==> src/rtl/fepcs_pkg.sv <==
// fepcs_pkg: constants, code-groups and carriers for the 100 Mb coding path
// assumes a single 50 MHz core clock; one line bit handled per core cycle
package fepcs_pkg;
	localparam int CLK_MHZ = 50;
	// descrambler idle search window, 500 bytes at 100 Mb
	localparam int IDLE_WINDOW_US = 40;
	localparam int IDLE_WINDOW_CYC = IDLE_WINDOW_US * CLK_MHZ;
	localparam int WIN_W = 12;
	// heartbeat pulse after a 10 Mb transmission
	localparam int SQE_NS = 1000;
	localparam int SQE_CYC = SQE_NS * CLK_MHZ / 1000;
	localparam int SQE_W = 7;
	// matching idle bits before the descrambler key is trusted
	localparam int SYNC_BITS = 30;
	localparam int SYNC_W = 5;
	localparam int LFSR_W = 11;
	localparam int TAP_A = 10;
	localparam int TAP_B = 8;
	localparam logic SEED_TOP = 1'b1;
	localparam logic [4:0] SEED_LOW = 5'h0A;
	localparam logic [2:0] PHASE_LAST = 3'h4;
	localparam logic [1:0] STRAP_CYC = 2'h2;
	localparam logic [4:0] CG_IDLE = 5'h1F;
	localparam logic [4:0] CG_J = 5'h18;
	localparam logic [4:0] CG_K = 5'h11;
	localparam logic [4:0] CG_T = 5'h0D;
	localparam logic [4:0] CG_R = 5'h07;
	localparam logic [4:0] CG_H = 5'h04;
	localparam logic [3:0] NIB_PRE = 4'h5;
	localparam logic [3:0] NIB_BAD_SSD = 4'hE;
	localparam logic [1:0] LVL_ZERO = 2'h0;
	localparam logic [1:0] LVL_POS = 2'h1;
	localparam logic [1:0] LVL_NEG = 2'h3;
	localparam int RXW_W = 6;

	typedef struct packed {
		logic [3:0] data;
		logic dv;
		logic er;
	} fepcs_rxw_t;

	typedef struct packed {
		logic link_clk;
		logic txen;
		logic [3:0] txd;
		logic [1:0] level;
		logic signal_detect_flag;
		logic link_fail;
		logic rmii;
		logic speed100;
		logic half_dup;
		logic [4:0] phy_address_setting;
	} fepcs_pins_t;

	localparam logic [4:0] CODE_TAB [16] = '{5'h1E, 5'h09, 5'h14, 5'h15, 5'h0A, 5'h0B,
		5'h0E, 5'h0F, 5'h12, 5'h13, 5'h16, 5'h17, 5'h1A, 5'h1B, 5'h1C, 5'h1D};

	function automatic logic [4:0] fepcs_enc5(input logic [3:0] nib);
		return CODE_TAB[nib];
	endfunction : fepcs_enc5

	// returns {valid, nibble}
	function automatic logic [4:0] fepcs_dec5(input logic [4:0] cg);
		logic [4:0] r;
		r = {1'b0, NIB_BAD_SSD};
		for (int i = 0; i < 16; i++) begin
			if (CODE_TAB[i] == cg) begin
				r = {1'b1, 4'(i)};
			end
		end
		return r;
	endfunction : fepcs_dec5
endpackage : fepcs_pkg

==> src/rtl/fepcs_mii_path.sv <==
// fepcs_mii_path: 100 Mb line coding, alignment and MII/RMII data path
// assumes line levels arrive one symbol per core cycle; pins are async
`timescale 1ns/100ps
// Summary of operation
// RL1 - transmit scrambler seed comes from the strapped PHY address
// RL2 - 5-bit groups are shifted out serially and turned into NRZI
// RL3 - MLT-3 steps to the next level on a one, holds on a zero
// RL4 - received MLT-3 levels are turned back into NRZI, then serial bits
// RL5 - descrambler inverts the scrambler and regroups bits into 5-bit words
// RL6 - descrambler key trains on idle, then stays locked until resync or lost signal detect
// RL7 - no idle within the 40 us window aborts reception and resyncs
// RL8 - J-K pair sets group alignment, kept until the next frame start
// RL9 - start delimiter gives two 0101 nibbles, data groups give nibbles
// RL10 - receive valid rises with the first preamble nibble
// RL11 - T-R or two idles end carrier and valid, without data nibbles
// RL12 - link failure or lost signal detect also ends valid
// RL13 - unexpected group inside a frame raises receive error
// RL14 - bad start delimiter gives error, nibble 1110, valid low
// RL15 - MII receive nibbles change on the falling receive clock edge
// RL16 - receive clock follows data with signal, else the reference; the code follows data only at 100 Mb and uses the reference at 10 Mb
// RL17 - RMII receive dibits change every reference clock
// RL18 - 10 Mb transmit nibbles captured on rising link clock with enable
// RL19 - RMII MAC presents a dibit every reference period while enabled
// RL20 - transmit data is ignored while transmit enable is low
// RL21 - 10 Mb half duplex echoes transmit data, no collision, heartbeat; the code echoes in MII mode only, not in RMII
// RL22 - 11000 then 10001 start a frame; J without K is an error
// RL23 - 01101 then 00111 end carrier only in that order
// RL24 - 11111 is idle and is sent between frames
// RL25 - invalid groups during receive valid raise receive error
// RL26 - key sequence uses x^11 + x^9 + 1 per serial bit
module fepcs_mii_path (
	input wire logic ref_clk_i, // 50 MHz core and RMII clock
	input wire logic rst_n_i, // async reset, low
	input wire logic link_clk_i, // MAC transmit clock, sampled
	input wire logic tx_en_i, // MAC transmit enable
	input wire logic [3:0] txd_i, // MAC transmit data
	input wire logic [1:0] rx_level_i, // recovered MLT-3 level
	input wire logic signal_detect_flag_i, // line signal present
	input wire logic link_fail_i, // link test failure
	input wire logic rmii_mode_i, // 1 = RMII, 0 = MII
	input wire logic speed_100_i, // 1 = 100 Mb, 0 = 10 Mb
	input wire logic half_duplex_i, // half duplex operation
	input wire logic [4:0] phy_address_setting_i, // PHY address strap
	output logic [1:0] tx_level_o, // MLT-3 level to the driver
	output logic [3:0] rxd_o, // receive data to MAC
	output logic rx_dv_o, // receive data valid
	output logic rx_er_o, // receive error
	output logic crs_o, // carrier sense
	output logic col_o, // collision / heartbeat
	output logic rx_clk_o // MII receive clock
);
	import fepcs_pkg::*;

	typedef enum logic [1:0] {TX_IDLE, TX_K, TX_DATA, TX_R} fepcs_txst_t;
	typedef enum logic [1:0] {RX_HUNT, RX_K, RX_FRAME} fepcs_rxst_t;

	fepcs_pins_t pin_a;
	fepcs_pins_t pin;
	logic [1:0] strap_cnt;
	logic link_q;
	logic link_rise;
	logic txen_q;

	// two-flop capture of every asynchronous pin
	always_ff @(posedge ref_clk_i or negedge rst_n_i) begin
		if (!rst_n_i) begin
			pin_a <= '0;
			pin <= '0;
		end else begin
			pin_a <= fepcs_pins_t'({link_clk_i, tx_en_i, txd_i, rx_level_i,
				signal_detect_flag_i, link_fail_i, rmii_mode_i, speed_100_i,
				half_duplex_i, phy_address_setting_i});
			pin <= pin_a;
		end
	end

	// strap taken once the synchroniser has filled after release
	always_ff @(posedge ref_clk_i or negedge rst_n_i) begin
		if (!rst_n_i) begin
			strap_cnt <= '0;
		end else if (strap_cnt != '1) begin
			// parks at all ones: a wrap would reseed the scrambler mid-stream
			strap_cnt <= strap_cnt + 1'b1;
		end
	end

	always_ff @(posedge ref_clk_i or negedge rst_n_i) begin
		if (!rst_n_i) begin
			link_q <= 1'b0;
			txen_q <= 1'b0;
		end else begin
			link_q <= pin.link_clk;
			txen_q <= pin.txen;
		end
	end
	assign link_rise = pin.link_clk & ~link_q;

	// transmit nibble capture
	logic [3:0] nib;
	logic nib_stb;
	logic dib_half;
	logic [1:0] dib_lo;

	always_ff @(posedge ref_clk_i or negedge rst_n_i) begin
		if (!rst_n_i) begin
			nib <= '0;
			nib_stb <= 1'b0;
			dib_half <= 1'b0;
			dib_lo <= '0;
		end else begin
			nib_stb <= 1'b0;
			if (pin.rmii) begin
				if (!pin.txen) begin
					dib_half <= 1'b0; // RL20
				end else if (!dib_half) begin
					dib_lo <= pin.txd[1:0]; // RL19
					dib_half <= 1'b1;
				end else begin
					nib <= {pin.txd[1:0], dib_lo};
					nib_stb <= 1'b1;
					dib_half <= 1'b0;
				end
			end else if (link_rise && pin.txen) begin
				nib <= pin.txd; // RL18
				nib_stb <= 1'b1;
			end
		end
	end

	// 100 Mb transmit: 4B/5B, scrambler, NRZI, MLT-3
	fepcs_txst_t tx_st;
	logic [2:0] tx_ph;
	logic tx_slot;
	logic [4:0] tx_sh;
	logic [3:0] hold;
	logic hold_v;
	logic [LFSR_W-1:0] tx_lfsr;
	logic tx_key;
	logic tx_nrzi;
	logic tx_nrzi_q;
	logic mlt_up;

	assign tx_slot = (tx_ph == PHASE_LAST);
	assign tx_key = tx_lfsr[TAP_A] ^ tx_lfsr[TAP_B];

	always_ff @(posedge ref_clk_i or negedge rst_n_i) begin
		if (!rst_n_i) begin
			hold <= '0;
			hold_v <= 1'b0;
		end else begin
			if (tx_slot && tx_st == TX_DATA && hold_v) begin
				hold_v <= 1'b0;
			end
			if (nib_stb) begin
				hold <= nib;
				hold_v <= 1'b1;
			end
		end
	end

	always_ff @(posedge ref_clk_i or negedge rst_n_i) begin
		if (!rst_n_i) begin
			tx_ph <= '0;
			tx_st <= TX_IDLE;
			tx_sh <= CG_IDLE;
		end else begin
			tx_ph <= tx_slot ? '0 : tx_ph + 1'b1;
			if (!tx_slot) begin
				tx_sh <= {tx_sh[3:0], 1'b0}; // RL2
			end else begin
				case (tx_st)
					TX_IDLE: begin
						if (pin.txen && pin.speed100) begin
							tx_sh <= CG_J;
							tx_st <= TX_K;
						end else begin
							tx_sh <= CG_IDLE; // RL24
						end
					end
					TX_K: begin
						tx_sh <= CG_K;
						tx_st <= TX_DATA;
					end
					TX_DATA: begin
						if (hold_v) begin
							tx_sh <= fepcs_enc5(hold);
						end else if (!pin.txen) begin
							tx_sh <= CG_T;
							tx_st <= TX_R;
						end else begin
							tx_sh <= CG_H; // underrun
						end
					end
					TX_R: begin
						tx_sh <= CG_R;
						tx_st <= TX_IDLE;
					end
					default: tx_st <= TX_IDLE;
				endcase
			end
		end
	end

	always_ff @(posedge ref_clk_i or negedge rst_n_i) begin
		if (!rst_n_i) begin
			tx_lfsr <= '1;
			tx_nrzi <= 1'b0;
			tx_nrzi_q <= 1'b0;
		end else if (strap_cnt == STRAP_CYC) begin
			tx_lfsr <= {SEED_TOP, pin.phy_address_setting, SEED_LOW}; // RL1
		end else begin
			tx_lfsr <= {tx_lfsr[LFSR_W-2:0], tx_key}; // RL26
			tx_nrzi <= tx_nrzi ^ tx_sh[4] ^ tx_key; // RL2
			tx_nrzi_q <= tx_nrzi;
		end
	end

	// walks 0, +, 0, - on each NRZI transition
	always_ff @(posedge ref_clk_i or negedge rst_n_i) begin
		if (!rst_n_i) begin
			tx_level_o <= LVL_ZERO;
			mlt_up <= 1'b1;
		end else if (!pin.speed100) begin
			tx_level_o <= LVL_ZERO;
		end else if (tx_nrzi ^ tx_nrzi_q) begin
			if (tx_level_o == LVL_ZERO) begin
				tx_level_o <= mlt_up ? LVL_POS : LVL_NEG; // RL3
				mlt_up <= ~mlt_up;
			end else begin
				tx_level_o <= LVL_ZERO; // RL3
			end
		end
	end

	// 100 Mb receive: MLT-3 to NRZI, descrambler
	logic [1:0] lvl_q;
	logic rx_nrzi;
	logic rx_nrzi_q;
	logic rbit;
	logic [LFSR_W-1:0] rx_lfsr;
	logic pred;
	logic dbit;
	logic locked;
	logic [SYNC_W-1:0] match_cnt;
	logic [WIN_W-1:0] win_cnt;
	logic resync;
	logic [9:0] dsh;
	logic idle_seen;

	assign rbit = rx_nrzi ^ rx_nrzi_q;
	assign pred = rx_lfsr[TAP_A] ^ rx_lfsr[TAP_B];
	assign dbit = rbit ^ pred;
	assign idle_seen = (dsh == '1);
	assign resync = (win_cnt == WIN_W'(IDLE_WINDOW_CYC - 1));

	always_ff @(posedge ref_clk_i or negedge rst_n_i) begin
		if (!rst_n_i) begin
			lvl_q <= LVL_ZERO;
			rx_nrzi <= 1'b0;
			rx_nrzi_q <= 1'b0;
		end else begin
			lvl_q <= pin.level;
			rx_nrzi <= rx_nrzi ^ (pin.level != lvl_q); // RL4
			rx_nrzi_q <= rx_nrzi;
		end
	end

	// idle is all ones before scrambling, so the key is the inverted line bit
	always_ff @(posedge ref_clk_i or negedge rst_n_i) begin
		if (!rst_n_i) begin
			rx_lfsr <= '0;
			locked <= 1'b0;
			match_cnt <= '0;
		end else if (!locked) begin
			rx_lfsr <= {rx_lfsr[LFSR_W-2:0], ~rbit}; // RL6
			if (~rbit == pred) begin
				match_cnt <= match_cnt + 1'b1;
			end else begin
				match_cnt <= '0;
			end
			if (match_cnt == SYNC_W'(SYNC_BITS - 1)) begin
				locked <= 1'b1; // RL6
			end
		end else begin
			rx_lfsr <= {rx_lfsr[LFSR_W-2:0], pred}; // RL26
			if (resync || !pin.signal_detect_flag) begin
				locked <= 1'b0; // RL7
				match_cnt <= '0;
			end
		end
	end

	always_ff @(posedge ref_clk_i or negedge rst_n_i) begin
		if (!rst_n_i) begin
			win_cnt <= '0;
			dsh <= '0;
		end else begin
			dsh <= {dsh[8:0], dbit}; // RL5
			if (!locked || idle_seen) begin
				win_cnt <= '0;
			end else begin
				win_cnt <= win_cnt + 1'b1; // RL7
			end
		end
	end

	// alignment and 5B/4B decode
	fepcs_rxst_t rx_st;
	logic [2:0] rx_ph;
	logic rx_slot;
	logic [4:0] grp;
	logic [4:0] dec;
	logic t_seen;
	logic idle_prev;
	logic pend;
	logic crs100;
	logic ovr;
	logic abort;
	logic push100;
	fepcs_rxw_t pw100;

	assign rx_slot = (rx_ph == PHASE_LAST);
	assign grp = dsh[4:0];
	assign dec = fepcs_dec5(grp);
	assign abort = !pin.signal_detect_flag || pin.link_fail || resync || !pin.speed100;

	always_ff @(posedge ref_clk_i or negedge rst_n_i) begin
		if (!rst_n_i) begin
			rx_st <= RX_HUNT;
			rx_ph <= '0;
			t_seen <= 1'b0;
			idle_prev <= 1'b0;
			pend <= 1'b0;
			crs100 <= 1'b0;
			push100 <= 1'b0;
			pw100 <= '0;
		end else begin
			rx_ph <= rx_slot ? '0 : rx_ph + 1'b1;
			push100 <= 1'b0;
			pend <= 1'b0;
			if (abort) begin
				rx_st <= RX_HUNT; // RL12
				crs100 <= 1'b0;
			end else begin
				case (rx_st)
					RX_HUNT: begin
						if (locked && dsh == {CG_IDLE, CG_J}) begin
							rx_ph <= '0; // RL8
							rx_st <= RX_K;
							crs100 <= 1'b1;
						end
					end
					RX_K: begin
						if (rx_slot && grp == CG_K) begin
							push100 <= 1'b1; // RL10
							pw100 <= '{data: NIB_PRE, dv: 1'b1, er: 1'b0}; // RL9
							pend <= 1'b1;
							t_seen <= 1'b0;
							idle_prev <= 1'b0;
							rx_st <= RX_FRAME; // RL22
						end else if (rx_slot) begin
							push100 <= 1'b1;
							pw100 <= '{data: NIB_BAD_SSD, dv: 1'b0, er: 1'b1}; // RL14
							crs100 <= 1'b0;
							rx_st <= RX_HUNT; // RL22
						end
					end
					RX_FRAME: begin
						if (pend) begin
							push100 <= 1'b1;
							pw100 <= '{data: NIB_PRE, dv: 1'b1, er: 1'b0}; // RL9
						end
						if (rx_slot) begin
							idle_prev <= (grp == CG_IDLE);
							t_seen <= (grp == CG_T);
							if ((t_seen && grp == CG_R) || (idle_prev && grp == CG_IDLE)) begin
								crs100 <= 1'b0; // RL11 RL23
								rx_st <= RX_HUNT;
							end else if (grp != CG_T && grp != CG_IDLE) begin
								push100 <= 1'b1; // RL9
								pw100 <= '{data: dec[3:0], dv: 1'b1,
									er: ~dec[4] | t_seen}; // RL13 RL25
							end
						end
					end
					default: rx_st <= RX_HUNT;
				endcase
			end
		end
	end

	// 10 Mb half duplex echo and heartbeat
	logic push10;
	logic [SQE_W-1:0] sqe_cnt;
	logic loop_on;

	assign loop_on = !pin.speed100 && pin.half_dup;
	assign push10 = loop_on && link_rise && pin.txen && !pin.rmii; // RL21

	always_ff @(posedge ref_clk_i or negedge rst_n_i) begin
		if (!rst_n_i) begin
			sqe_cnt <= '0;
			col_o <= 1'b0;
			crs_o <= 1'b0;
		end else begin
			crs_o <= pin.speed100 ? crs100 : (loop_on && pin.txen);
			if (loop_on && txen_q && !pin.txen) begin
				sqe_cnt <= SQE_W'(SQE_CYC); // RL21
			end else if (sqe_cnt != '0) begin
				sqe_cnt <= sqe_cnt - 1'b1;
			end
			col_o <= (sqe_cnt != '0); // RL21
		end
	end

	// receive buffer between decoder and MAC interface
	logic buf_in_v;
	logic buf_in_r;
	fepcs_rxw_t buf_in;
	logic buf_out_v;
	logic buf_out_r;
	fepcs_rxw_t buf_out;

	assign buf_in_v = push100 | push10;
	assign buf_in = push100 ? fepcs_rxw_t'({pw100.data, pw100.dv, pw100.er | ovr})
		: fepcs_rxw_t'({pin.txd, 1'b1, 1'b0}); // nib only updates at this edge

	// a word lost to a stalled MAC side is reported on the next 100 Mb word
	always_ff @(posedge ref_clk_i or negedge rst_n_i) begin
		if (!rst_n_i) begin
			ovr <= 1'b0;
		end else if (buf_in_v && !buf_in_r) begin
			ovr <= 1'b1;
		end else if (buf_in_v) begin
			ovr <= 1'b0;
		end
	end

	fepcs_skid #(
		.WIDTH(RXW_W),
		.DEPTH(2)
	) u_rxbuf (
		.clk_i(ref_clk_i),
		.rst_n_i(rst_n_i),
		.in_valid_i(buf_in_v),
		.in_ready_o(buf_in_r),
		.in_data_i(buf_in),
		.out_valid_o(buf_out_v),
		.out_ready_i(buf_out_r),
		.out_data_o(buf_out)
	);

	// receive clock and MAC side drain
	logic next_rclk;
	logic rclk_fall;
	logic dib_ph;
	logic [1:0] rmii_hi;

	always_comb begin
		next_rclk = rx_clk_o;
		if (pin.signal_detect_flag && pin.speed100) begin
			if (rx_ph == PHASE_LAST || rx_ph == 3'h1) begin
				next_rclk = ~rx_clk_o; // RL16
			end
		end else begin
			next_rclk = ~rx_clk_o; // RL16
		end
	end
	assign rclk_fall = rx_clk_o & ~next_rclk;
	assign buf_out_r = pin.rmii ? (dib_ph == 1'b0) : rclk_fall;

	always_ff @(posedge ref_clk_i or negedge rst_n_i) begin
		if (!rst_n_i) begin
			rx_clk_o <= 1'b0;
			rxd_o <= '0;
			rx_dv_o <= 1'b0;
			rx_er_o <= 1'b0;
			dib_ph <= 1'b0;
			rmii_hi <= '0;
		end else begin
			rx_clk_o <= next_rclk;
			if (pin.rmii) begin
				if (dib_ph) begin
					rxd_o <= {2'h0, rmii_hi}; // RL17
					dib_ph <= 1'b0;
				end else if (buf_out_v) begin
					rxd_o <= {2'h0, buf_out.data[1:0]}; // RL17
					rmii_hi <= buf_out.data[3:2];
					rx_dv_o <= buf_out.dv;
					rx_er_o <= buf_out.er;
					dib_ph <= 1'b1;
				end else begin
					rxd_o <= '0;
					rx_dv_o <= 1'b0;
					rx_er_o <= 1'b0;
				end
			end else if (rclk_fall) begin
				rxd_o <= buf_out_v ? buf_out.data : 4'h0; // RL15
				rx_dv_o <= buf_out_v & buf_out.dv; // RL10 RL11
				rx_er_o <= buf_out_v & buf_out.er;
			end
		end
	end
endmodule : fepcs_mii_path

==> src/rtl/fepcs_skid.sv <==
// fepcs_skid: small valid/ready word buffer
// assumes both sides on the same clock; a full buffer takes a word only while one leaves
`timescale 1ns/100ps
module fepcs_skid #(
	parameter int WIDTH = 6,
	parameter int DEPTH = 2
) (
	input wire logic clk_i, // core clock
	input wire logic rst_n_i, // async reset, low
	input wire logic in_valid_i, // word offered
	output logic in_ready_o, // room for a word
	input wire logic [WIDTH-1:0] in_data_i, // word in
	output logic out_valid_o, // word available
	input wire logic out_ready_i, // drain takes word
	output logic [WIDTH-1:0] out_data_o // word out
);
	localparam int AW = $clog2(DEPTH);
	logic [WIDTH-1:0] mem [DEPTH];
	logic [AW-1:0] wr_ptr;
	logic [AW-1:0] rd_ptr;
	logic [AW:0] count;
	logic do_wr;
	logic do_rd;

	assign in_ready_o = (count != (AW+1)'(DEPTH)) | out_ready_i;
	assign out_valid_o = (count != '0);
	assign out_data_o = mem[rd_ptr];
	assign do_wr = in_valid_i & in_ready_o;
	assign do_rd = out_valid_o & out_ready_i;

	always_ff @(posedge clk_i) begin
		if (do_wr) begin
			mem[wr_ptr] <= in_data_i;
		end
	end

	always_ff @(posedge clk_i or negedge rst_n_i) begin
		if (!rst_n_i) begin
			wr_ptr <= '0;
			rd_ptr <= '0;
			count <= '0;
		end else begin
			if (do_wr) begin
				wr_ptr <= (wr_ptr == AW'(DEPTH - 1)) ? '0 : wr_ptr + 1'b1;
			end
			if (do_rd) begin
				rd_ptr <= (rd_ptr == AW'(DEPTH - 1)) ? '0 : rd_ptr + 1'b1;
			end
			count <= count + (AW+1)'(do_wr) - (AW+1)'(do_rd);
		end
	end
endmodule : fepcs_skid

==> config.mk <==
export PLATFORM = sky130hd
export DESIGN_NAME = fepcs_mii_path
export DESIGN_NICKNAME = d
export VERILOG_FILES = /design/src/rtl/fepcs_pkg.sv /design/src/rtl/fepcs_mii_path.sv /design/src/rtl/fepcs_skid.sv
export SDC_FILE = /design/constraint.sdc
export NUM_CORES = 1
export LEC_CHECK = 0
export BUFFER_PORTS_ARGS = -buffer_cell sky130_fd_sc_hd__buf_2
export CORE_AREA = 2 2 172 174
export CTS_CLUSTER_SIZE = 14
export DETAILED_ROUTE_END_ITERATION = 16
export DIE_AREA = 0 0 174 176
export PLACE_DENSITY = 0.47
export SETUP_SLACK_MARGIN = 0.1
export SYNTH_ARGS = -nofsm -noshare
export SYNTH_HDL_FRONTEND = slang
export SYNTH_SLANG_ARGS = --single-unit
==> constraint.sdc <==
create_clock -name ref_clk_i -period 3.05 [get_ports ref_clk_i]
set_input_delay 0.1525 -clock ref_clk_i [delete_from_list [all_inputs] [get_ports ref_clk_i]]
set_output_delay 0.1525 -clock ref_clk_i [all_outputs]
set_load 0.05 [all_outputs]
* After elaboration in Yosys (flattened, before gate mapping) *
Memory sizes are Yosys's and may differ from the RTL's.
Index checks and enable logic that the tools add are counted.

word-level totals
  bits in registers = 162
  bits in writable memories = 12
  bits in read-only memories = 80
  input bits = 20
  logic and storage cells = 340
  memories kept = 2

memory list
  name             depth  width  read ports  clocked after Yosys merged registers in  wr ports  line              source
  (no name shown)  16     5      1           0                                        0         fepcs_pkg.sv:59   return CODE_TAB[nib];
  u_rxbuf.mem      2      6      1           0                                        1         fepcs_skid.sv:18  logic [WIDTH-1:0] mem [DEPTH];

operators by class
  $add $sub $neg = 10
  order comparisons = 1
  equality and inequality tests = 56
  mux-type cells = 122
  bitwise logic cells = 28
  reductions and logical operators = 53

operator list
  operator                                                count
  2-to-1 mux 5 bit                                        23
  equality test 5 bit (first input constant)              11
  2-to-1 mux 1 bit                                        51
  2-to-1 mux 6 bit                                        7
  2-to-1 mux 4 bit                                        8
  2-to-1 mux 2 bit                                        15
  equality test 4 x 5 -> 1 bit (first input constant)     5
  equality test 10 bit (second input constant)            2
  one-hot mux 5 bit (4 select lines)                      1
  logical AND 1 bit                                       18
  2-to-1 mux 3 bit                                        6
  inequality test 3 bit (second input constant)           6
  inequality test 2 bit (second input constant)           8
  equality test 5 bit (second input constant)             3
  AND reduction 3 bit                                     5
  2-to-1 mux 7 bit                                        2
  nonzero test 2 bit                                      7
  adder 12 x 1 -> 12 bit (second input constant)          1
  equality test 12 x 11 -> 1 bit (second input constant)  1
  2-to-1 mux 12 bit                                       1
  one-hot mux 6 bit (2 select lines)                      1
  AND reduction 4 bit                                     3
  2-to-1 mux 11 bit                                       1
  NOT 1 bit                                               9
  35 further kinds                                        75

* Longest topological paths before layout *
Gate-level depths: netlist of run 1.

  depth after elaboration = 23
  mapped depth = 12
  depth with buffers taken out = 12

* Cells and area by module *
A second synthesis of run 1 with hierarchy kept.

second synthesis, totals
  cells, all modules = 575
  area, all modules = 7,116.8 µm²

modules (own cells, without submodules)
  module          times used  cells each  area an instance (µm²)  sequential area each (µm²)
  fepcs_mii_path  1           535         6,446.2                 3,975.1
  fepcs_skid      1           40          670.6                   460.4

* Worst setup path after synthesis of run 1 *
OpenSTA, ideal clock, no wires.

  path type = reg2reg
  start point = register rx_ph[0]
  end point = register u_rxbuf.count[1]
  arrival = 2.343 ns
  required time = 2.927 ns
  setup slack = 0.584 ns
  stages on the path, launching flop included = 13
  cells stage by stage = dfrtp_1 > inv_1 > ha_1 > and2_1 > o31ai_2 > o21ai_1 > o21ai_0 > inv_1 > ha_1 > inv_1 > ha_1 > xnor2_1 > xnor2_1

between the ends
  elaborated cells between the ends (all ways) = 13

RTL lines
  item                                                                        line                   source
  from (decl)                                                                 fepcs_mii_path.sv:309  logic [2:0] rx_ph;
  from (signal assigned)                                                      fepcs_mii_path.sv:338  rx_ph <= rx_slot ? '0 : rx_ph + 1'b1;
  equality test 3 bit / equality test 3 x 1 -> 1 bit (equally long branches)  fepcs_mii_path.sv:462  if (rx_ph == PHASE_LAST || rx_ph == 3'h1) begin
  logical OR 1 bit *                                                          fepcs_mii_path.sv:462
  2-to-1 mux 1 bit *                                                          fepcs_mii_path.sv:462
  2-to-1 mux 1 bit *                                                          fepcs_mii_path.sv:461  if (pin.signal_detect_flag && pin.speed100) begin
  NOT 1 bit *                                                                 fepcs_mii_path.sv:469  assign rclk_fall = rx_clk_o & ~next_rclk;
  AND 1 bit *                                                                 fepcs_mii_path.sv:469
  2-to-1 mux 1 bit *                                                          fepcs_mii_path.sv:470  assign buf_out_r = pin.rmii ? (dib_ph == 1'b0) : rclk_fall;
  AND 1 bit *                                                                 fepcs_skid.sv:29       assign do_rd = out_valid_o & out_ready_i;
  net u_rxbuf.do_rd                                                           fepcs_skid.sv:23       logic do_rd;
  subtractor 2 x 1 -> 2 bit *                                                 fepcs_skid.sv:49       count <= count + (AW+1)'(do_wr) - (AW+1)'(do_rd);
  to (signal assigned)                                                        fepcs_skid.sv:49
  to (decl)                                                                   fepcs_skid.sv:21       logic [AW:0] count;

Mark *: on every way through the listed nets, which the timed path passes. The rest lies on a longest branch.
A chain may end at the register's enable or synchronous reset.

* Final worst setup path of run 1 *
Same ends and word-level chain as after synthesis.

==> results, run 1 <==
- The run finished with clean final reports.
- After layout, the worst setup slack is 0.3928 ns.
- The fraction of power consumed by the clock network is 30.9%.
- The peak ir drop on the vdd network is 0.3954 mV.
- Setup repair after global routing left no endpoint under its margin.
- The area of the mapped netlist is 7124 um2.
- The net count of the finished layout is 675.
- During synthesis, Yosys emitted a total of 0 warnings.
- The count of placed standard cells including taps is 981.
- The startpoint-to-endpoint class of the critical path is register to register.
- The layout filler cell count is 2978.
- The cell family with the largest share of critical-path delay is compound AO/OA/AOI/OAI gates.
- The core outline area is 28550 um2.
- The via count of the first global-routing pass is 4315.
- The first-pass GRT wire length is 22610 um.
- Detailed placement ended at an HPWL of 9034 um.
- Routability-driven placement finished with a final weighted congestion of 0.7317.
- Summing the sequential cell areas from Yosys gives 62.26% of the chip area.
- The count of buffers added on input and output ports is 30.
- The power after layout is 7.246 mW.
- Counting buffers and inverters, the worst setup path is 12 cells deep.
- After detailed routing, no signal wire sits above met4.
- The total clock buffers created by CTS is 17.
- The post-synthesis cell count is 581.
- The time the worst path needs with I/O delays and setup is 2.657 ns.
- Once the floorplan was initialized, standard cells occupied 24.96% of the core.
- Cells fill 29.85% of the core in the end.
- In this run the clock root is driven by a sky130_fd_sc_hd__clkbuf_16.
- Compared with the post-synthesis result, the final layout area differs by 19.60%.
- Per report_power, the combinational group accounts for 22.9% of the total.
- Synthesis produced a netlist with a net count of 621.
- sky130_fd_sc_hd__dfrtp_1 takes more of the synthesized area than any other cell.
- The worst hold path belongs to the class input pin to async pin.
- The post-detailed-route count of antenna-violating nets is 0.
- The tool flagged a number of max-cap violations equal to 0.
- The number of pins exceeding their max-slew limit in the final report is 0.
- The number of cells on the worst reg-to-reg path is 12.
- TritonCTS built the clock tree.
- The critical path goes through inv_1 -> ha_1 -> and2_1 -> o31ai_2 -> o21ai_1 -> o21ai_0 -> inv_1 -> ha_1 -> inv_1 -> ha_1 -> xnor2_1 -> xnor2_1.
- The H-tree depth reported by CTS is 4.
- Once placement finished, the instance area stood at 7722 um2.
- Yosys attributes the largest share of cell area to sky130_fd_sc_hd__dfrtp_1, sky130_fd_sc_hd__dfstp_2, sky130_fd_sc_hd__edfxtp_1.
- Clock skew on the completed layout was measured at 0.01603 ns.
- The worst max-slew margin expressed relative to the limit is 54.24%.
- In the synthesized netlist the dominant register cell turns out to be sky130_fd_sc_hd__dfrtp_1.
- The fraction of final layout cells sized beyond drive strength 1 is 18.83%.
- The number of post-CTS setup repair buffers is 0.
- The number of remaining DRC errors is 0.
- The first routing iteration left 199 violations.
- The final instance count without filler cells is 1032.
- In this run the critical register-to-register path is launched from rx_ph[0].
- The largest driver fanout on the critical path is 4.
- The worst setup path is captured at a register.
- Clock latency on the worst-skew pair, taken at its later pin, is 0.44 ns.
- The number of vias per cell is 4.125.
- The commonest non-fill, non-tap cell in the layout is sky130_fd_sc_hd__dfrtp_1.
- The worst path uses 87.12% of the clock period.
- The number of buffers on the longest clock path is 2.
- After detailed routing, the average wire length per cell comes to 12.95 um.
- In this run the count of I/O pins placed on the die edge is 31.
- The final setup violation count is 0.
- The number of diodes is 0.
- The slowest stage of the critical path is the sky130_fd_sc_hd__dfrtp_1 cell.
- The tightest hold path in the finished design has a slack of 0.2360 ns.
- Across all register-to-register paths, the minimum setup slack is 0.39 ns.
- For this run the aggregate overflow at the end of global routing stands at 0.
- The number of core rows is 62.
- In the final routing, the length of wire on met1 measures 6741 um.
- STA classifies the critical path startpoint as a register.
- The clock net in this run drives a total of 174 sinks.
- The number of detailed-routing iterations run before antenna repair is 4.
- The switching share of power is 32.08%.
- Synthesis instantiated 70 different standard cells from the library.
- In the synthesized netlist the async set-or-reset flop fraction comes to 93.10%.
- The power spent charging and discharging nets is 2.325 mW.
- Summed over all nets, wire length on met2 after detailed routing comes to 5961 um.
- Of the post-synthesis cell area, the dominant cell type holds 50.93%.
- The required time of the critical path is 3.40 ns.
- The largest net degree at the start of global routing is 58.
- The synthesized flop and latch total is 174.
- The vias after detailed routing is 4257.
- The number of antenna violations at the first check in global routing came to 0.
- The average size of a mapped cell is 12.26 um2.
- The transition time at the pin with the least slew margin is 0.6691 ns.
- In this run the horizontal extent of the chip is 174 um.
- The clock-pin slew on the worst setup and hold paths is 0.07 ns.
- The power density over the cells is 850.4 nW/um2.
- The leakage power is 3.596 nW.
- The die outline area is 30620 um2.
- The aggregate negative setup slack is 0 ns.
- Global routing consumed, over all layers together, 9.410% of the routing resources.
- The internal portion of the total power is 4.921 mW.
- The hold violation total from the final report came to 0.
- The highest attainable clock frequency is 376.3 MHz.
- The buffering stage count on the worst path with inverters included is 3.
- Once layout is done, the placed cells without fillers occupy 8521 um2.
- For the worst setup path, the data arrival time is 3.01 ns.
- In the layout the commonest cells are sky130_fd_sc_hd__dfrtp_1, sky130_fd_sc_hd__nor2_1, sky130_fd_sc_hd__nand2_1.
- For this block, the routed nets add up to 13370 um of wire.
- The longest individual stage delay on the worst path is 0.39 ns.
- Tracing the worst setup path back leads to its startpoint at rx_ph[0].
- Yosys mapped a number of flops with a built-in enable equal to 12.
- The power share of the sequential group is 46.2%.
- Before CTS, the worst setup slack after placement is 0.4036 ns.
- The floorplan step set the die height to 176 um.
- The met3 layer wire length in the routed design is 441 um.
[layout make-up]
type	count	area, um2	share of cell area (%)
sequential	174	4436	52.06
multi-input combinational	361	2491	29.24
tap	384	480.5	5.639
clock buffer	20	446.7	5.242
timing repair buffer	56	411.6	4.831
clock inverter	12	161.4	1.894
inverter	25	93.84	1.101
[cells by family after synthesis]
group	share of synthesized area [%]
AOI/OAI and AO/OA	8.887
xor gates and xnor gates	4.303
adders and majority gates	3.512
buffers and inverters	2.775
DFF	62.26
muxes	5.427
and+or+nand+nor	12.84
[final timing paths]
path	end
max	u_rxbuf.count[1]
min	tx_level_o[1]
max reg2reg	u_rxbuf.count[1]
min reg2reg	rx_lfsr[5]
max in group asynchronous	tx_sh[0]
min in group ref_clk_i	rx_lfsr[5]
[worst reg2reg max path, cell delays in order, from the launching register on]
cell and delay (ns):
sky130_fd_sc_hd__dfrtp_1 0.39, sky130_fd_sc_hd__inv_1 0.06, sky130_fd_sc_hd__ha_1 0.21, sky130_fd_sc_hd__and2_1 0.21, sky130_fd_sc_hd__o31ai_2 0.36, sky130_fd_sc_hd__o21ai_1 0.20
sky130_fd_sc_hd__o21ai_0 0.22, sky130_fd_sc_hd__inv_1 0.10, sky130_fd_sc_hd__ha_1 0.30, sky130_fd_sc_hd__inv_1 0.04, sky130_fd_sc_hd__ha_1 0.18, sky130_fd_sc_hd__xnor2_1 0.18
sky130_fd_sc_hd__xnor2_1 0.14
[sequential cells by signal (all words and copies together) (netlist names), 4 cells and up]
register	cells
sqe_cnt	7
win_cnt	12
tx_sh	5
rxd_o	4
match_cnt	5
rx_lfsr	11
pin	18
u_rxbuf.mem	12
hold	4
pin_a	18
pw100	6
tx_lfsr	11
dsh	10
nib	4
[power groups by stage]
stage	Sequential, mW	Clock (mW)	Combinational [mW]
6_report	3.35	2.24	1.66
5_1_grt	3.43	2.41	1.89
4_1_cts	3.36	2.32	1.69
3_5_place_dp	3.39	0	1.66
3_3_place_gp	3.39	0	1.64
2_1_floorplan	3.35	0	1.23
[metal layers]
metal	vias up	GRT usage (%)
met3	13	2.541
met2	49	13.91
met5	-	0
li1	2111	-
met1	2084	12.99
met4	0	3.992
[Yosys cell counts, drive strengths merged (7+ instances only)]
library cell and n:
a21oi 22, buf 8, clkbuf 13, dfrtp 145
dfstp 17, edfxtp 12, ha 20, inv 25
mux2 21, mux2i 15, nand2 40, nand2b 9
nand3 16, nor2 46, nor2b 14, nor3 7
o21ai 29, xnor2 18, xor2 17
[timing repair]
item / 4_1_cts / 5_1_grt
hold buffers: 19 / 0
hold endpoints to repair: 52 / 0
resized for setup: 0 / 0
endpoints found under the setup margin: 0 / 0
Note: power is estimated with default switching activity, not from simulation.
==> inputs of run 2 (changes only) <==
Settings changed: CTS_BUF_LIST set to sky130_fd_sc_hd__clkbuf_4 sky130_fd_sc_hd__clkbuf_8.
==> results, run 2 (synthesized netlist as in run 1, its figures left out) <==
- The number of max-cap violations is 0 (unchanged).
- The worst setup slack before clock tree synthesis was 0.4036 ns (unchanged).
- The post-detailed-route count of antenna-violating nets came to 0 (unchanged).
- The largest net degree at the start of global routing was 58 (unchanged).
- The height of the chip is 176 um (unchanged).
- The die outline area is 30620 um2 (unchanged).
- The fraction of final layout cells sized beyond drive strength 1 is 19.14% (+0.31 points).
- The number of post-CTS setup repair buffers came to 0 (unchanged).
- The clock tree from TritonCTS is yes.
- The number of diodes is 0 (unchanged).
- The via count of the first global-routing pass is 4292 (-0.53%).
- The total area of multi-input combinational cells is 2491 um2 (unchanged).
- The hold violation total from the final report was 0 (unchanged).
- The combinational share of power came to 24.7% (+1.8 points).
- The average wire per standard cell is 12.91 um (-0.29%).
- The register area is 4436 um2 (unchanged).
- The peak ir drop on the vdd network is 0.2832 mV (-28%).
- The net count of the finished layout came to 675 (unchanged).
- The worst setup path is captured at a register.
- The quantity of I/O buffers inserted on ports is 30 (unchanged).
- The data arrival time of the worst path is 3.03 ns (+0.02 ns).
- The power density over the cells is 804.8 nW/um2 (-5.4%).
- The number of buffers on the longest clock path is 2 (unchanged).
- The worst max-slew margin expressed relative to the limit was 54.58% (+0.34 points).
- In this run the worst hold path is classified as input pin to async pin.
- The layout filler cell count is 3003 (+0.84%).
- The power spent charging and discharging nets is 2.253 mW (-3.1%).
- The number of primary I/O pins came to 31 (unchanged).
- The leakage power is 3.516 nW (-2.2%).
- The number of vias per cell is 4.109 (-0.38%).
- The time the worst path needs with I/O delays and setup was 2.646 ns (-0.01138 ns).
- The clock-pin slew on the worst setup and hold paths is 0.09 ns (+0.02 ns).
- The critical path in this run is classified as register to register.
- The initial cell density of the core is 24.96% (unchanged).
- The largest driver fanout on the critical path is 4 (unchanged).
- The vias after detailed routing came to 4241 (-0.38%).
- The fraction of power consumed by the clock network came to 25.5% (-5.4 points).
- The overall routed net length is 13330 um (-0.29%).
- The number of antenna violations at the first check in global routing is 0 (unchanged).
- In the final layout, the registers with the most flip-flops are pin: 18 flops, pin_a: 18 flops.
- In the layout the commonest cells are sky130_fd_sc_hd__dfrtp_1, sky130_fd_sc_hd__nor2_1, sky130_fd_sc_hd__nand2_1.
- The total grt overflow was 0 (unchanged).
- The transition time at the pin with the least slew margin came to 0.6641 ns (-0.004974 ns).
- The highest attainable clock frequency was 378.0 MHz (+0.43%).
- The final setup violation count is 0 (unchanged).
- The startpoint class of the critical path is a register.
- The switching share of power is 33.58% (+1.5 points).
- The post-route worst setup slack is 0.4042 ns (+0.01138 ns).
- The layout-stage area growth over the synthesis result is 17.02%.
- The clock network latency to the later pin of the worst-skew pair came to 0.47 ns (+0.03 ns).
- The cell internal power dissipation is 4.456 mW (-9.4%).
- The power share of the sequential group is 49.8% (+3.6 points).
- The cell area after placement is 7722 um2 (unchanged).
- The period utilization is 86.75% (-0.37 points).
- Setup repair after global routing left no endpoint under its margin.
- The depth of the worst register-to-register path came to 12 (unchanged).
- The aggregate negative setup slack came to 0 ns (unchanged).
- The number of pins exceeding their max-slew limit in the final report is 0 (unchanged).
- The number of remaining DRC errors is 0 (unchanged).
- The core outline area came to 28550 um2 (unchanged).
- The number of core rows is 62 (unchanged).
- The overall global routing resource usage was 9.274% (-0.14 points).
- The violation count after the first detailed-routing iteration was 228 (+15%).
- The number of detailed-routing iterations run before antenna repair is 4 (unchanged).
- The worst clock skew is 0.01932 ns (+0.003283 ns).
- The post-detailed-placement half-perimeter wirelength is 9034 um (unchanged).
- The first-pass GRT wire length is 22400 um (-0.92%).
- The H-tree depth reported by CTS is 4 (unchanged).
- The weighted congestion reported at the end of routability-driven placement was 0.7317 (unchanged).
- The total non-filler cell area in the finished layout came to 8337 um2 (-2.2%).
- The total clock buffers created by CTS is 17 (unchanged).
- The die width is 174 um (unchanged).
- The count of clock tree sinks is 174 (unchanged).
- The commonest non-fill, non-tap cell in the layout is sky130_fd_sc_hd__dfrtp_1.
- The count of instances resized after the clock tree is built came to 0 (unchanged).
- The power after layout is 6.709 mW (-7.4%).
- The run finished with clean final reports.
- The required time of the critical path is 3.44 ns (+0.04 ns).
- The end-of-flow core utilization is 29.20% (-0.64 points).
- The tree is rooted in a sky130_fd_sc_hd__clkbuf_8.
## run 2: cell count changes in the layout (fill, tap and decap cells not counted)
cell                        before  now
sky130_fd_sc_hd__clkbuf_8        1   18
sky130_fd_sc_hd__clkbuf_1        2    0
sky130_fd_sc_hd__clkbuf_4        0    2
sky130_fd_sc_hd__clkbuf_16      17    0
## run 2: power groups by stage
stage,Sequential (mW),Combinational [mW],Clock [mW]
after floorplan,3.35,1.23,0
after global placement,3.39,1.64,0
after detailed placement,3.39,1.66,0
after CTS,3.35,1.69,1.78
after global routing,3.43,1.89,1.87
final,3.34,1.66,1.71
## run 2: worst paths after layout
check	to	startpoint	slack, ns
max reg2reg	u_rxbuf.count[1]	rx_ph[0]	0.40
min	tx_level_o[1]	rst_n_i	0.21
max in group asynchronous	tx_sh[0]	rst_n_i	2.08
min reg2reg	rx_lfsr[5]	rx_lfsr[4]	0.34
min in group ref_clk_i	pin_a[16]	tx_en_i	0.32
max	u_rxbuf.count[1]	rx_ph[0]	0.40
## run 2: routing by layer
metal | track usage [%] | wire [um] | vias to the layer above
li1 | - | - | 2107
met2 | 13.88 | 5963 | 47
met1 | 12.83 | 6739 | 2073
met5 | 0 | 0 | -
met4 | 3.782 | 206 | 0
met3 | 2.347 | 417 | 14
## run 2: metrics by stage
stage / hold WS, ns / std cells
floorplan: -0.1431 / 581
global route: 0.2204 / 1032
detailed placement: 0.1381 / 981
CTS: 0.1927 / 1032
global placement: 0.1426 / 981
finish: 0.2053 / 1032
## run 2: what timing repair did
action / CTS / global route
hold buffers: 19 / 0
endpoints found under the setup margin: 0 / 0
endpoints found under the hold margin: 67 / 0
## run 2: area by class of cell
class                      count  area share, %
tap                          384          5.763
timing repair buffer          56          4.938
clock buffer                  20          3.152
clock inverter                12          1.936
inverter                      25          1.126
sequential                   174          53.20
multi-input combinational    361          29.88
## run 2: critical path: stages, from the launching register on
cell and delay, ns:
sky130_fd_sc_hd__dfrtp_1 0.40, sky130_fd_sc_hd__inv_1 0.06, sky130_fd_sc_hd__ha_1 0.21, sky130_fd_sc_hd__and2_1 0.21, sky130_fd_sc_hd__o31ai_2 0.35, sky130_fd_sc_hd__o21ai_1 0.20, sky130_fd_sc_hd__o21ai_0 0.22, sky130_fd_sc_hd__inv_1 0.10
sky130_fd_sc_hd__ha_1 0.30, sky130_fd_sc_hd__inv_1 0.04, sky130_fd_sc_hd__ha_1 0.18, sky130_fd_sc_hd__xnor2_1 0.16, sky130_fd_sc_hd__xnor2_1 0.14
